===== config.mk =====
export PLATFORM = sky130hd
export DESIGN_NAME = dsf_flag
export DESIGN_NICKNAME = d
export VERILOG_FILES = /design/src/hw/dsf_pkg.sv /design/src/hw/dsf_sync.sv /design/src/hw/dsf_timer.sv /design/src/hw/dsf_flag.sv
export SDC_FILE = /design/constraint.sdc
export NUM_CORES = 1
export LEC_CHECK = 0
export BUFFER_PORTS_ARGS = -buffer_cell sky130_fd_sc_hd__buf_2
export CAP_MARGIN = 20
export CORE_ASPECT_RATIO = 0.5
export CORE_UTILIZATION = 55
export DETAILED_ROUTE_END_ITERATION = 12
export PLACE_DENSITY_LB_ADDON = 0.08
export SYNTH_ARGS = -nofsm -noshare
export SYNTH_HDL_FRONTEND = slang
export SYNTH_HIERARCHICAL = 1
export SYNTH_SLANG_ARGS = --single-unit

===== constraint.sdc =====
create_clock -name clk_i -period 2.8 [get_ports clk_i]
set_clock_uncertainty 0.1 [all_clocks]
set_input_delay 0.14 -clock clk_i [delete_from_list [all_inputs] [get_ports clk_i]]
set_output_delay 0.14 -clock clk_i [all_outputs]
set_load 0.1 [all_outputs]

===== src/hw/dsf_pkg.sv =====
// Package of constants and carrier types for the diagnostic status flag logic
// How it works
// RULE1 - Flag is open-drain, low reports fault
// RULE2 - On: short, overtemp, lockout, limit fault flag
// RULE3 - Off: only lockout by default
// RULE4 - Off open load needs full blanking time
// RULE5 - Request rising edge starts blanking timer
// RULE6 - No blanking start before switch-off timeout
// RULE7 - Comparator high beyond blanking sets open load
// RULE8 - Open load reported only with request high
// RULE9 - Limit fault shown on only with request low
// RULE10 - Request rise clears limit flag after delay
// RULE11 - Lasting overvoltage stops stage, flags, auto restarts
// RULE12 - Overtemp on stops stage, flags, auto restarts
// RULE13 - Absolute limit or gradient means overtemperature
// RULE14 - Off with request: open load, short, overtemp
// RULE15 - Host alternates pull-up and pull-down networks
// RULE16 - Off open load or short clears immediately
// RULE17 - Off without request: only lockout shown
// RULE18 - Delays are parameterised counters, flag released after reset
// RULE19 - Limit current above short threshold is fault
package dsf_pkg;

    // ------------------------------------------------------------
    // Timing
    // ------------------------------------------------------------
    localparam int CLK_HZ = 50_000_000;
    localparam int OPEN_LOAD_BLANK_TIME_US = 100;
    localparam int SWITCH_OFF_TIMEOUT_US = 100;
    localparam int FLAG_CLEAR_DELAY_US = 100;
    localparam int OVERVOLTAGE_BLANK_TIME_US = 10;
    localparam int OPEN_LOAD_BLANK_CYC = OPEN_LOAD_BLANK_TIME_US * (CLK_HZ / 1_000_000);
    localparam int SWITCH_OFF_TIMEOUT_CYC = SWITCH_OFF_TIMEOUT_US * (CLK_HZ / 1_000_000);
    localparam int FLAG_CLEAR_DELAY_CYC = FLAG_CLEAR_DELAY_US * (CLK_HZ / 1_000_000);
    localparam int OVERVOLTAGE_BLANK_CYC = OVERVOLTAGE_BLANK_TIME_US * (CLK_HZ / 1_000_000);
    localparam int CNT_W = 16;

    // ------------------------------------------------------------
    // Carrier of the analog detector levels
    // ------------------------------------------------------------
    typedef struct packed {
        logic ground_short;
        logic temp_absolute;
        logic temp_gradient;
        logic supply_overvoltage;
        logic limit_set_short;
        logic open_load_condition;
        logic output_short_supply;
    } dsf_detect_t;

    // Off-state open-load sequencer
    typedef enum logic [1:0] {
        OL_IDLE = 2'b00,
        OL_TIMEOUT = 2'b01,
        OL_COUNT = 2'b11,
        OL_SET = 2'b10
    } dsf_ol_state_t;

endpackage : dsf_pkg


===== src/hw/dsf_sync.sv =====
// Two-stage synchroniser for a bus of pin levels
`timescale 1ns/1ps
module dsf_sync #(
    parameter int W = 1
) (
    // Clock and reset
    input wire logic clk_i,
    input wire logic nrst_i,
    // Data
    input wire logic [W-1:0] d_i,
    output logic [W-1:0] q_o
);
    logic [W-1:0] s1_q;
    logic [W-1:0] s2_q;

    // First stage feeds only the second
    always_ff @(posedge clk_i or negedge nrst_i) begin
        if (!nrst_i) begin
            s1_q <= '0;
            s2_q <= '0;
        end else begin
            s1_q <= d_i;
            s2_q <= s1_q;
        end
    end

    assign q_o = s2_q;
endmodule : dsf_sync


===== src/hw/dsf_timer.sv =====
// Count-up qualifier: done after the input has held for LIMIT cycles
`timescale 1ns/1ps
module dsf_timer #(
    parameter int W = 16,
    parameter int LIMIT = 5000
) (
    // Clock and reset
    input wire logic clk_i,
    input wire logic nrst_i,
    // Control
    input wire logic run_i,
    output logic done_o
);
    logic [W-1:0] cnt_q;
    logic [W-1:0] cnt_d;

    // Restart whenever run drops, saturate at the limit
    always_comb begin
        cnt_d = cnt_q;
        if (!run_i) begin
            cnt_d = '0;
        end else if (cnt_q != W'(LIMIT)) begin
            cnt_d = cnt_q + W'(1);
        end
    end

    always_ff @(posedge clk_i or negedge nrst_i) begin
        if (!nrst_i) begin
            cnt_q <= '0;
        end else begin
            cnt_q <= cnt_d;
        end
    end

    assign done_o = run_i && (cnt_q == W'(LIMIT));
endmodule : dsf_timer


===== src/hw/dsf_flag.sv =====
// Top: status flag logic of a single-channel high-side switch
`timescale 1ns/1ps
module dsf_flag
    import dsf_pkg::*;
#(
    parameter int OL_BLANK = dsf_pkg::OPEN_LOAD_BLANK_CYC,
    parameter int OFF_TIMEOUT = dsf_pkg::SWITCH_OFF_TIMEOUT_CYC,
    parameter int CLEAR_DELAY = dsf_pkg::FLAG_CLEAR_DELAY_CYC,
    parameter int OV_BLANK = dsf_pkg::OVERVOLTAGE_BLANK_CYC
) (
    // Clock and reset
    input wire logic clk_i,
    input wire logic nrst_i,
    // Host pins
    input wire logic channel_cmd_i,
    input wire logic diag_request_i,
    // Detector levels, asynchronous
    input wire dsf_pkg::dsf_detect_t detect_i,
    // Power stage and status
    output logic power_stage_on_o,
    output logic overtemp_o,
    output logic lockout_o,
    output logic open_load_o,
    // Open-drain fault flag
    output logic fault_flag_out_o,
    output logic fault_flag_out_oe_o
);
    import dsf_pkg::*;

    // ------------------------------------------------------------
    // Input synchronisation
    // ------------------------------------------------------------
    localparam int NIN = 2 + $bits(dsf_detect_t);
    logic [NIN-1:0] sync_w;
    logic cmd_s;
    logic req_s;
    dsf_detect_t det_s;

    // Command, request and detector levels all pass the same two flops.
    // Limitation: a level shorter than one clock period may be missed.
    dsf_sync #(.W(NIN)) u_sync (
        .clk_i(clk_i),
        .nrst_i(nrst_i),
        .d_i({channel_cmd_i, diag_request_i, detect_i}),
        .q_o(sync_w)
    );

    assign cmd_s = sync_w[NIN-1];
    assign req_s = sync_w[NIN-2];
    assign det_s = dsf_detect_t'(sync_w[NIN-3:0]);

    // ------------------------------------------------------------
    // Edge history
    // ------------------------------------------------------------
    logic cmd_q;
    logic cmd_d;
    logic req_q;
    logic req_d;
    logic req_rise;
    logic cmd_fall;

    // Next values of the edge history are the synced levels
    always_comb begin
        cmd_d = cmd_s;
        req_d = req_s;
    end

    // History resets to the idle low level, so no false edge follows reset
    always_ff @(posedge clk_i or negedge nrst_i) begin
        if (!nrst_i) begin
            cmd_q <= 1'b0;
            req_q <= 1'b0;
        end else begin
            cmd_q <= cmd_d;
            req_q <= req_d;
        end
    end

    // A one-cycle request pulse still counts as an edge; no filtering
    assign req_rise = req_s && !req_q;
    assign cmd_fall = !cmd_s && cmd_q;

    // ------------------------------------------------------------
    // Fault qualification
    // ------------------------------------------------------------
    logic ov_done;
    logic overtemp;

    // Overvoltage must persist for the blanking time
    dsf_timer #(.W(CNT_W), .LIMIT(OV_BLANK)) u_ov (
        .clk_i(clk_i),
        .nrst_i(nrst_i),
        .run_i(det_s.supply_overvoltage),
        .done_o(ov_done)
    ); // RULE11

    // Either temperature source stops the stage; both share one flag
    assign overtemp = det_s.temp_absolute || det_s.temp_gradient; // RULE13

    // ------------------------------------------------------------
    // Limit-set violation with delayed clear
    // ------------------------------------------------------------
    logic [CNT_W-1:0] lim_cnt_q;
    logic [CNT_W-1:0] lim_cnt_d;
    logic lim_flag_q;
    logic lim_flag_d;

    // Flag stays up for the clear delay after the request rises
    // A request that drops early shows the fault again at once
    always_comb begin
        lim_cnt_d = lim_cnt_q;
        lim_flag_d = lim_flag_q;
        if (!cmd_s || !det_s.limit_set_short) begin
            lim_flag_d = 1'b0;
            lim_cnt_d = '0;
        end else if (!req_s) begin
            lim_flag_d = 1'b1; // RULE19 RULE9
            lim_cnt_d = '0;
        end else if (lim_flag_q) begin
            if (lim_cnt_q >= CNT_W'(CLEAR_DELAY - 1)) begin
                lim_flag_d = 1'b0; // RULE10
                lim_cnt_d = '0;
            end else begin
                lim_cnt_d = lim_cnt_q + CNT_W'(1);
            end
        end
    end

    // Limit flag and its clear counter
    always_ff @(posedge clk_i or negedge nrst_i) begin
        if (!nrst_i) begin
            lim_cnt_q <= '0;
            lim_flag_q <= 1'b0;
        end else begin
            lim_cnt_q <= lim_cnt_d;
            lim_flag_q <= lim_flag_d;
        end
    end

    // ------------------------------------------------------------
    // Off-state open-load sequencer
    // ------------------------------------------------------------
    dsf_ol_state_t ol_q;
    dsf_ol_state_t ol_d;
    logic [CNT_W-1:0] ol_cnt_q;
    logic [CNT_W-1:0] ol_cnt_d;
    logic off_cond;

    // Comparator sees output near supply, host pull network in use
    assign off_cond = det_s.open_load_condition || det_s.output_short_supply;

    // Timeout after switch-off, then blanking restarted by request edges
    always_comb begin
        ol_d = ol_q;
        ol_cnt_d = ol_cnt_q;
        if (cmd_s) begin
            ol_d = OL_IDLE;
            ol_cnt_d = '0;
        end else if (cmd_fall) begin
            ol_d = OL_TIMEOUT; // RULE6
            ol_cnt_d = '0;
        end else begin
            case (ol_q)
                // Wait for a request edge
                OL_IDLE: begin
                    if (req_rise) begin
                        ol_d = OL_COUNT; // RULE5
                        ol_cnt_d = '0;
                    end
                end
                // Let the output settle after switch-off
                OL_TIMEOUT: begin
                    if (ol_cnt_q >= CNT_W'(OFF_TIMEOUT - 1)) begin
                        ol_d = OL_COUNT; // RULE6
                        ol_cnt_d = '0;
                    end else begin
                        ol_cnt_d = ol_cnt_q + CNT_W'(1);
                    end
                end
                // Condition must hold without a break
                OL_COUNT: begin
                    if (!req_s || !off_cond) begin
                        ol_cnt_d = '0; // RULE4
                        ol_d = req_s ? OL_COUNT : OL_IDLE;
                    end else if (ol_cnt_q >= CNT_W'(OL_BLANK - 1)) begin
                        ol_d = OL_SET; // RULE7
                    end else begin
                        ol_cnt_d = ol_cnt_q + CNT_W'(1);
                    end
                end
                // Report while condition and request last
                OL_SET: begin
                    if (!off_cond) begin
                        ol_d = OL_COUNT; // RULE16
                        ol_cnt_d = '0;
                    end else if (!req_s) begin
                        ol_d = OL_IDLE;
                    end
                end
                default: begin
                    ol_d = OL_IDLE;
                    ol_cnt_d = '0;
                end
            endcase
        end
    end

    // Sequencer state and its shared counter
    always_ff @(posedge clk_i or negedge nrst_i) begin
        if (!nrst_i) begin
            ol_q <= OL_IDLE; // RULE18
            ol_cnt_q <= '0;
        end else begin
            ol_q <= ol_d;
            ol_cnt_q <= ol_cnt_d;
        end
    end

    // ------------------------------------------------------------
    // Flag and power stage outputs
    // ------------------------------------------------------------
    logic fault_d;
    logic fault_q;
    logic stage_d;
    logic stage_q;
    logic ol_hit;

    logic on_fault;
    logic off_req_fault;
    logic off_fault;

    assign ol_hit = (ol_q == OL_SET) && off_cond && req_s; // RULE8 RULE16

    // Basic faults, watched while the channel is on
    assign on_fault = det_s.ground_short || overtemp || ov_done || lim_flag_q; // RULE2
    // Extended faults need the request
    assign off_req_fault = ov_done || overtemp || ol_hit; // RULE14
    // Lockout is the one fault shown whatever the request
    assign off_fault = ov_done; // RULE3 RULE17

    // Fault mux per channel state
    always_comb begin
        if (cmd_s) begin
            fault_d = on_fault; // RULE2
        end else if (req_s) begin
            fault_d = off_req_fault; // RULE14
        end else begin
            fault_d = off_fault; // RULE3 RULE17
        end
        // Stage restarts by itself once faults clear
        stage_d = cmd_s && !overtemp && !ov_done; // RULE11 RULE12
    end

    // Registered flag keeps mux glitches off the pin
    always_ff @(posedge clk_i or negedge nrst_i) begin
        if (!nrst_i) begin
            fault_q <= 1'b0; // RULE18
            stage_q <= 1'b0;
        end else begin
            fault_q <= fault_d;
            stage_q <= stage_d;
        end
    end

    // ------------------------------------------------------------
    // Status registers
    // ------------------------------------------------------------
    logic overtemp_q;
    logic overtemp_d;
    logic lockout_q;
    logic lockout_d;
    logic open_load_q;
    logic open_load_d;

    // Status levels change on the same edge as the flag, so the pin
    // and the status outputs that the fault mux selects never disagree for a cycle
    always_comb begin
        overtemp_d = overtemp; // RULE13
        lockout_d = ov_done; // RULE11
        open_load_d = ol_hit; // RULE8
    end

    // Status levels clear together with the flag
    always_ff @(posedge clk_i or negedge nrst_i) begin
        if (!nrst_i) begin
            overtemp_q <= 1'b0; // RULE18
            lockout_q <= 1'b0;
            open_load_q <= 1'b0;
        end else begin
            overtemp_q <= overtemp_d;
            lockout_q <= lockout_d;
            open_load_q <= open_load_d;
        end
    end

    // ------------------------------------------------------------
    // Output pins
    // ------------------------------------------------------------
    // Open drain: drive low only on fault, enable low while driving
    assign fault_flag_out_o = 1'b0; // RULE1
    assign fault_flag_out_oe_o = !fault_q; // RULE1
    assign power_stage_on_o = stage_q;
    assign overtemp_o = overtemp_q;
    assign lockout_o = lockout_q;
    assign open_load_o = open_load_q;
endmodule : dsf_flag


-- Word level (Yosys, flattened, before mapping)
Index checks and enable logic that the tools add are counted.
- bitwise operators: 0
- reductions and logical operators: 27
- add/subtract/negate cells: 3
- eq/ne operators: 13
- shift-type cells: 0
- order comparisons: 2
- mux-type cells: 30
- div/mod/pow operators: 0
- $mul: 0
- operators with widths (operator ; count):
    $mux W16 ; 13
    $pmux W16 S4 ; 1
    $add A16 B1 Y16 const B ; 3
    $ge A16 B13 Y1 const B ; 2
    $mux W2 ; 9
    $eq A16 B9 Y1 const B ; 1
    $ne A16 B9 Y1 const B ; 1
    $ne A5 B4 Y1 const B ; 3
    $ne A4 B3 Y1 const B ; 3
    $logic_or A1 B1 Y1 ; 9
    $logic_not A1 Y1 ; 8
    $pmux W2 S4 ; 1
    $logic_and A1 B1 Y1 ; 7
    $mux W1 ; 6
    $eq A2 B2 Y1 const B ; 2
    $reduce_and A4 Y1 ; 1
    $ne A3 B3 Y1 const B ; 1
    $reduce_and A3 Y1 ; 1
    $eq A2 B1 Y1 const B ; 1
    $logic_not A2 Y1 ; 1
    $ne A2 B1 Y1 const B ; 1
- bits in latches: 0
- output and inout port bits: 6
- register bits: 76
- RAM bits: 0
- memories: 0
- input port bits: 11
- word-level logic and storage cells: 89
- ROM bits: 0

-- Longest topological paths before layout
- word-level depth: 7
- mapped depth: 7
- mapped depth without buffers: 6

-- Hierarchy
The synthesis kept the hierarchy.
- by module, submodules not included (module ; cells an instance ; instances ; area each (um^2) ; seq. area each (um^2)):
    dsf_flag ; 235 ; 1 ; 2306.0 ; 1051.0
    dsf_timer ; 88 ; 1 ; 875.8 ; 400.4
    dsf_sync ; 18 ; 1 ; 450.4 ; 450.4

-- Worst setup path before layout
No wires, ideal clock.
- kind: reg-to-reg
- start: register ol_cnt_q[6]
- end: register ol_cnt_q[11]
- arrival time: 1.614 ns
- data required time: 2.574 ns
- path buffers: 1
- setup time: 0.126 ns
- path slack: 0.960 ns
- cell stages (with the launch flop): 7
- clock period less this slack: 1.840 ns
- cells stage by stage: dfrtp_1 > nor4_2 > a21oi_2 > o21ai_4 > nand2_4 > buf_6 > a221o_1
- longest elaborated chain between the ends: 6
- elaborated cells on any way between the ends: 10
- those cells by class: add/sub (1); order compare (1); eq/ne (1); mux (6); reduce/logical (1)
- ends and longest elaborated chain (item ; line ; RTL):
    start: declaration ; dsf_flag.sv:145 ; logic [CNT_W-1:0] ol_cnt_q;
    start signal: assignment ; dsf_flag.sv:215 ; ol_cnt_q <= ol_cnt_d;
    $add A16 B1 Y16 ; dsf_flag.sv:177, dsf_flag.sv:188 ;
    $mux W16 ; dsf_flag.sv:185 ; end else if (ol_cnt_q >= CNT_W'(OL_BLANK - 1)) begin
    $mux W16 ; dsf_flag.sv:182 ; if (!req_s || !off_cond) begin
    $pmux W16 S4 ; dsf_flag.sv:163 ; case (ol_q)
    $mux W16 ; dsf_flag.sv:159 ; end else if (cmd_fall) begin
    $mux W16 ; dsf_flag.sv:156 ; if (cmd_s) begin
Several ways; a longest one is shown, not always the timed one. The select of a mux whose other input is x is not followed.
A chain may end at the register's enable or synchronous reset.

-- Worst setup path in the final report
- start: register ol_cnt_q[6]
- end: register ol_cnt_q[0]
- longest elaborated chain between the ends: 5
- elaborated cells on any way between the ends: 7
- those cells by class: order compare (1); eq/ne (1); mux (4); reduce/logical (1)
- ends and longest elaborated chain (item ; line ; RTL):
    $ge A16 B13 Y1 (*) ; dsf_flag.sv:173, dsf_flag.sv:185 ;
    $mux W16 ; dsf_flag.sv:173 ; if (ol_cnt_q >= CNT_W'(OFF_TIMEOUT - 1)) begin
    $pmux W16 S4 ; dsf_flag.sv:163 ;
    $mux W16 ; dsf_flag.sv:159 ;
    $mux W16 ; dsf_flag.sv:156 ;
Every way passes the cells marked *; elsewhere a longest branch is shown, timed or not.

==> flow_summary_export.csv <==
group,metric,value,unit
outcome,status,"complete, no violations",
critical_path,crit_chain,"nor4_2, a21oi_2, o2bb2ai_2, and3_4, mux2_2",
floorplan,die_h,59.5,um
power,internal-power,0.00197,W
floorplan,die_w,117,um
global_route,met3_usage,0.0706,
cells_and_area,layout_commonest_cell,"dfrtp_1",
critical_path,cp_data_required_time,2.97,ns
power,clkPwrFrac,0.490,
sta,fmax,0.465,GHz
floorplan,num_rows,20,
logic_synthesis,synth-async-reset-ratio,1.00,
power,swShare,0.215,
cts,cts_buffers,9,
worst_hold_path,hp-class,"flip-flop to flip-flop",
sta,tightest_slew,0.910,ns
logic_synthesis,synth_edf_count,0,
cells_and_area,synthToLayoutAreaGrowth,14.8,%
critical_path,path_class,"flip-flop to flip-flop",
sta,hold_viol,0,
sta,finalWorstSetupSlack,0.648,ns
global_route,grt_pass1_vias,2627,
place,port_buffers,15,
routing,wl_per_cell,15.2,um
global_route,grt.overflow.total,0,
floorplan,io_pins,17,
routing,drtPass1Iterations,4,
sta,post-route-min-period,2.15,ns
floorplan,start_util,0.583,
floorplan,core_area,6230,um^2
logic_synthesis,yosysSeqAreaShare,0.524,
worst_hold_path,min-delay-start,"u_sync/s1_q[6]$_DFF_PN0_",
critical_path,crit_family,"simple AND/OR/NAND/NOR gates",
logic_synthesis,synth_cells,341,
logic_synthesis,synth_nets,356,
sta,rsz0062_at_grt,"false",
cts,clk_latency,0.33,ns
power,pwr-share-seq,0.457,
critical_path,rr_worst_depth,5,
cells_and_area,mostFrequentLayoutCells,"dfrtp_1 (76), nor2_1 (25), nand2_1 (21)",
logic_synthesis,avgSynthCellArea,10.7,um^2
cts,cts.sinks,76,
global_route,grtUsageMet1,0.276,
sta,holdWs,0.246,ns
critical_path,slowest_stage,"o2bb2ai_2",
critical_path,arrival,2.32,ns
critical_path,startpoint_type,"flip-flop",
power,ir_worst_vdd,0.462,mV
global_route,grt_pass1_wl,11700,um
global_route,grt.met2_usage,0.377,
critical_path,rr_startpoint,"ol_cnt_q[6]$_DFFE_PN0P_",
routing,via_per_inst,5.82,
cells_and_area,antenna_cells,0,
power,power_frac_comb,0.053,
cells_and_area,finalNetCount,380,
floorplan,die-area,6950,um^2
routing,drc,0,
global_route,antenna_found_initial,0,
routing,drtIter0Drc,243,
critical_path,reg2reg_to,"ol_cnt_q[0]$_DFFE_PN0P_",
critical_path,r2r_slack,0.65,ns
critical_path,end_kind,"flip-flop",
power,p_sw,0.000539,W
global_route,grt.total_usage,0.228,
routing,drt_wl_total,6930,um
critical_path,path_max_fanout,15,
logic_synthesis,yosys_warnings,6,
global_route,grt_max_degree,77,
critical_path,critPathBufInv,0,
cts,cts_max_level,3,
logic_synthesis,synth_area,3630,um^2
cts,cts_root_buf,"clkbuf_16",
global_route,grt_busiest_layer,"met2",
cts,clk_pin_slew,0.06,ns
place,gp_congestion,0.817,
job,cap_violations,0,
sta,maxSlewHeadroom,0.391,
cts,cts_buffer_depth,2,
worst_hold_path,hold_depth,0,
logic_synthesis,synth_flop_cell,"dfrtp_1",
worst_hold_path,hold_end,"u_sync/q_o[6]$_DFF_PN0_",
cts,cts_tree,"built",
routing,final_antenna_net_count,0,
sta,slew_violations,0,
routing,vias,2661,
logic_synthesis,ys_ff_latch,76,
power,power_density,601,nW/um^2
place,dpl.hpwl,4520,um
logic_synthesis,ys_types,63,
power,power_leakage,1.84,nW
sta,fin_crit_sh,0.768,
place,pre_cts_ws,0.686,ns
cts,postCtsSetupBuffers,0,
critical_path,slowest_delay,0.52,ns
cells_and_area,drive_gt1_frac,0.154,
sta,setup_viol,0,
sta,tns,0,ns
==> Yosys cell counts (2+ instances only) <==
cell type / count / area share
clkbuf_1: 4 / 0.0041
a31oi_1: 10 / 0.017
nand3_2: 2 / 0.0055
xor2_1: 6 / 0.014
buf_4: 3 / 0.0062
or2_1: 2 / 0.0034
nor2b_1: 2 / 0.0034
inv_1: 15 / 0.016
nor3_1: 11 / 0.015
and3_1: 14 / 0.024
nand3_1: 15 / 0.021
o211ai_1: 3 / 0.0062
buf_2: 4 / 0.0055
o21ai_0: 7 / 0.0096
o31ai_1: 3 / 0.0062
nor4b_1: 3 / 0.0072
nor3_2: 2 / 0.0055
o22ai_1: 2 / 0.0034
mux2i_1: 3 / 0.0083
and2_1: 6 / 0.010
nand2b_1: 2 / 0.0034
o211a_1: 3 / 0.0083
a221o_1: 11 / 0.030
nor4_2: 2 / 0.0069
nand2_1: 21 / 0.022
o311ai_1: 2 / 0.0048
dfrtp_1: 76 / 0.52
xnor2_1: 3 / 0.0072
or3_1: 8 / 0.014
o22a_1: 2 / 0.0048
nor3b_1: 2 / 0.0041
a21oi_1: 12 / 0.017
ha_1: 4 / 0.014
nand4_1: 11 / 0.019
and4_1: 5 / 0.012
and4_4: 2 / 0.0062
and3_4: 2 / 0.0062
or2_2: 5 / 0.0086
buf_6: 3 / 0.0093
nor2_1: 25 / 0.026
==> through the flow <==
step	util	total power, W	instances	cell area (um^2)
finish	0.669	0.00251	457	4170
global route	0.669	0.00260	457	4170
CTS	0.669	0.00254	457	4170
detailed placement	0.602	0.00129	432	3750
global placement	0.602	0.00128	432	3750
floorplan	-	0.00124	341	3630
==> final cells by class <==
class                           instances  area [um^2]
Clock buffer                           11          243
Clock inverter                          4         73.8
Fill cell                             472         2060
Inverter                               16         60.1
Multi-Input combinational cell        235         1580
Sequential cell                        76         1900
Tap cell                               88          110
Timing Repair Buffer                   27          203
==> per-layer routing <==
layer,wire length [um],vias to the layer above
met2,3380,52
met4,36,0
met1,3240,1302
met5,0,-
li1,-,1303
met3,281,4
==> registers in the layout, summed over array words and instances, names as in the netlist <==
register / flops
cmd_q: 1
fault_q: 1
lim_cnt_q: 16
lim_flag_q: 1
lockout_o: 1
ol_cnt_q: 16
ol_q: 2
open_load_o: 1
overtemp_o: 1
power_stage_on_o: 1
req_q: 1
u_ov/cnt_q: 16
u_sync/q_o: 9
u_sync/s1_q: 9
==> worst reg2reg max path, stage by stage, from the launching register on <==
cell	delay (ns)
dfrtp_1	0.45
nor4_2	0.32
a21oi_2	0.13
o2bb2ai_2	0.52
and3_4	0.38
mux2_2	0.18
==> repair_timing <==
item,CTS,global route
hold endpoints to repair,85,0
hold buffers,10,0
resized for setup,0,0
setup endpoints to repair,0,0
==> power groups by stage <==
stage	Clock, W	Sequential, W	Combinational, W
CTS	0.00126	0.00115	0.000134
global placement	0	0.00116	0.000119
global route	0.00131	0.00115	0.000146
finish	0.00123	0.00115	0.000132
detailed placement	0	0.00116	0.000123
floorplan	0	0.00117	0.0000728
==> kinds of logic after synthesis <==
kind of cell | Yosys count | share of synthesized area
AOI/OAI and AO/OA | 69 | 0.148
xor gates and xnor gates | 9 | 0.0217
buffers and inverters | 30 | 0.0417
DFF | 76 | 0.524
muxes | 4 | 0.0114
other | 1 | 0.00103
adders and majority gates | 4 | 0.0138
and+or+nand+nor | 148 | 0.239
==> worst max-delay path by stage <==
stage               slack, ns  cells after the start                  endpoint                     from
floorplan                0.96                      6  ol_cnt_q[11]$_DFFE_PN0P_  ol_cnt_q[6]$_DFFE_PN0P_
global placement         0.76                      5   ol_cnt_q[0]$_DFFE_PN0P_  ol_cnt_q[6]$_DFFE_PN0P_
detailed placement       0.69                      5   ol_cnt_q[0]$_DFFE_PN0P_  ol_cnt_q[6]$_DFFE_PN0P_
CTS                      0.66                      5   ol_cnt_q[0]$_DFFE_PN0P_  ol_cnt_q[6]$_DFFE_PN0P_
global route             0.51                      5   ol_cnt_q[8]$_DFFE_PN0P_  ol_cnt_q[6]$_DFFE_PN0P_
finish                   0.65                      5   ol_cnt_q[0]$_DFFE_PN0P_  ol_cnt_q[6]$_DFFE_PN0P_
Power figures use the tool's default switching activity.
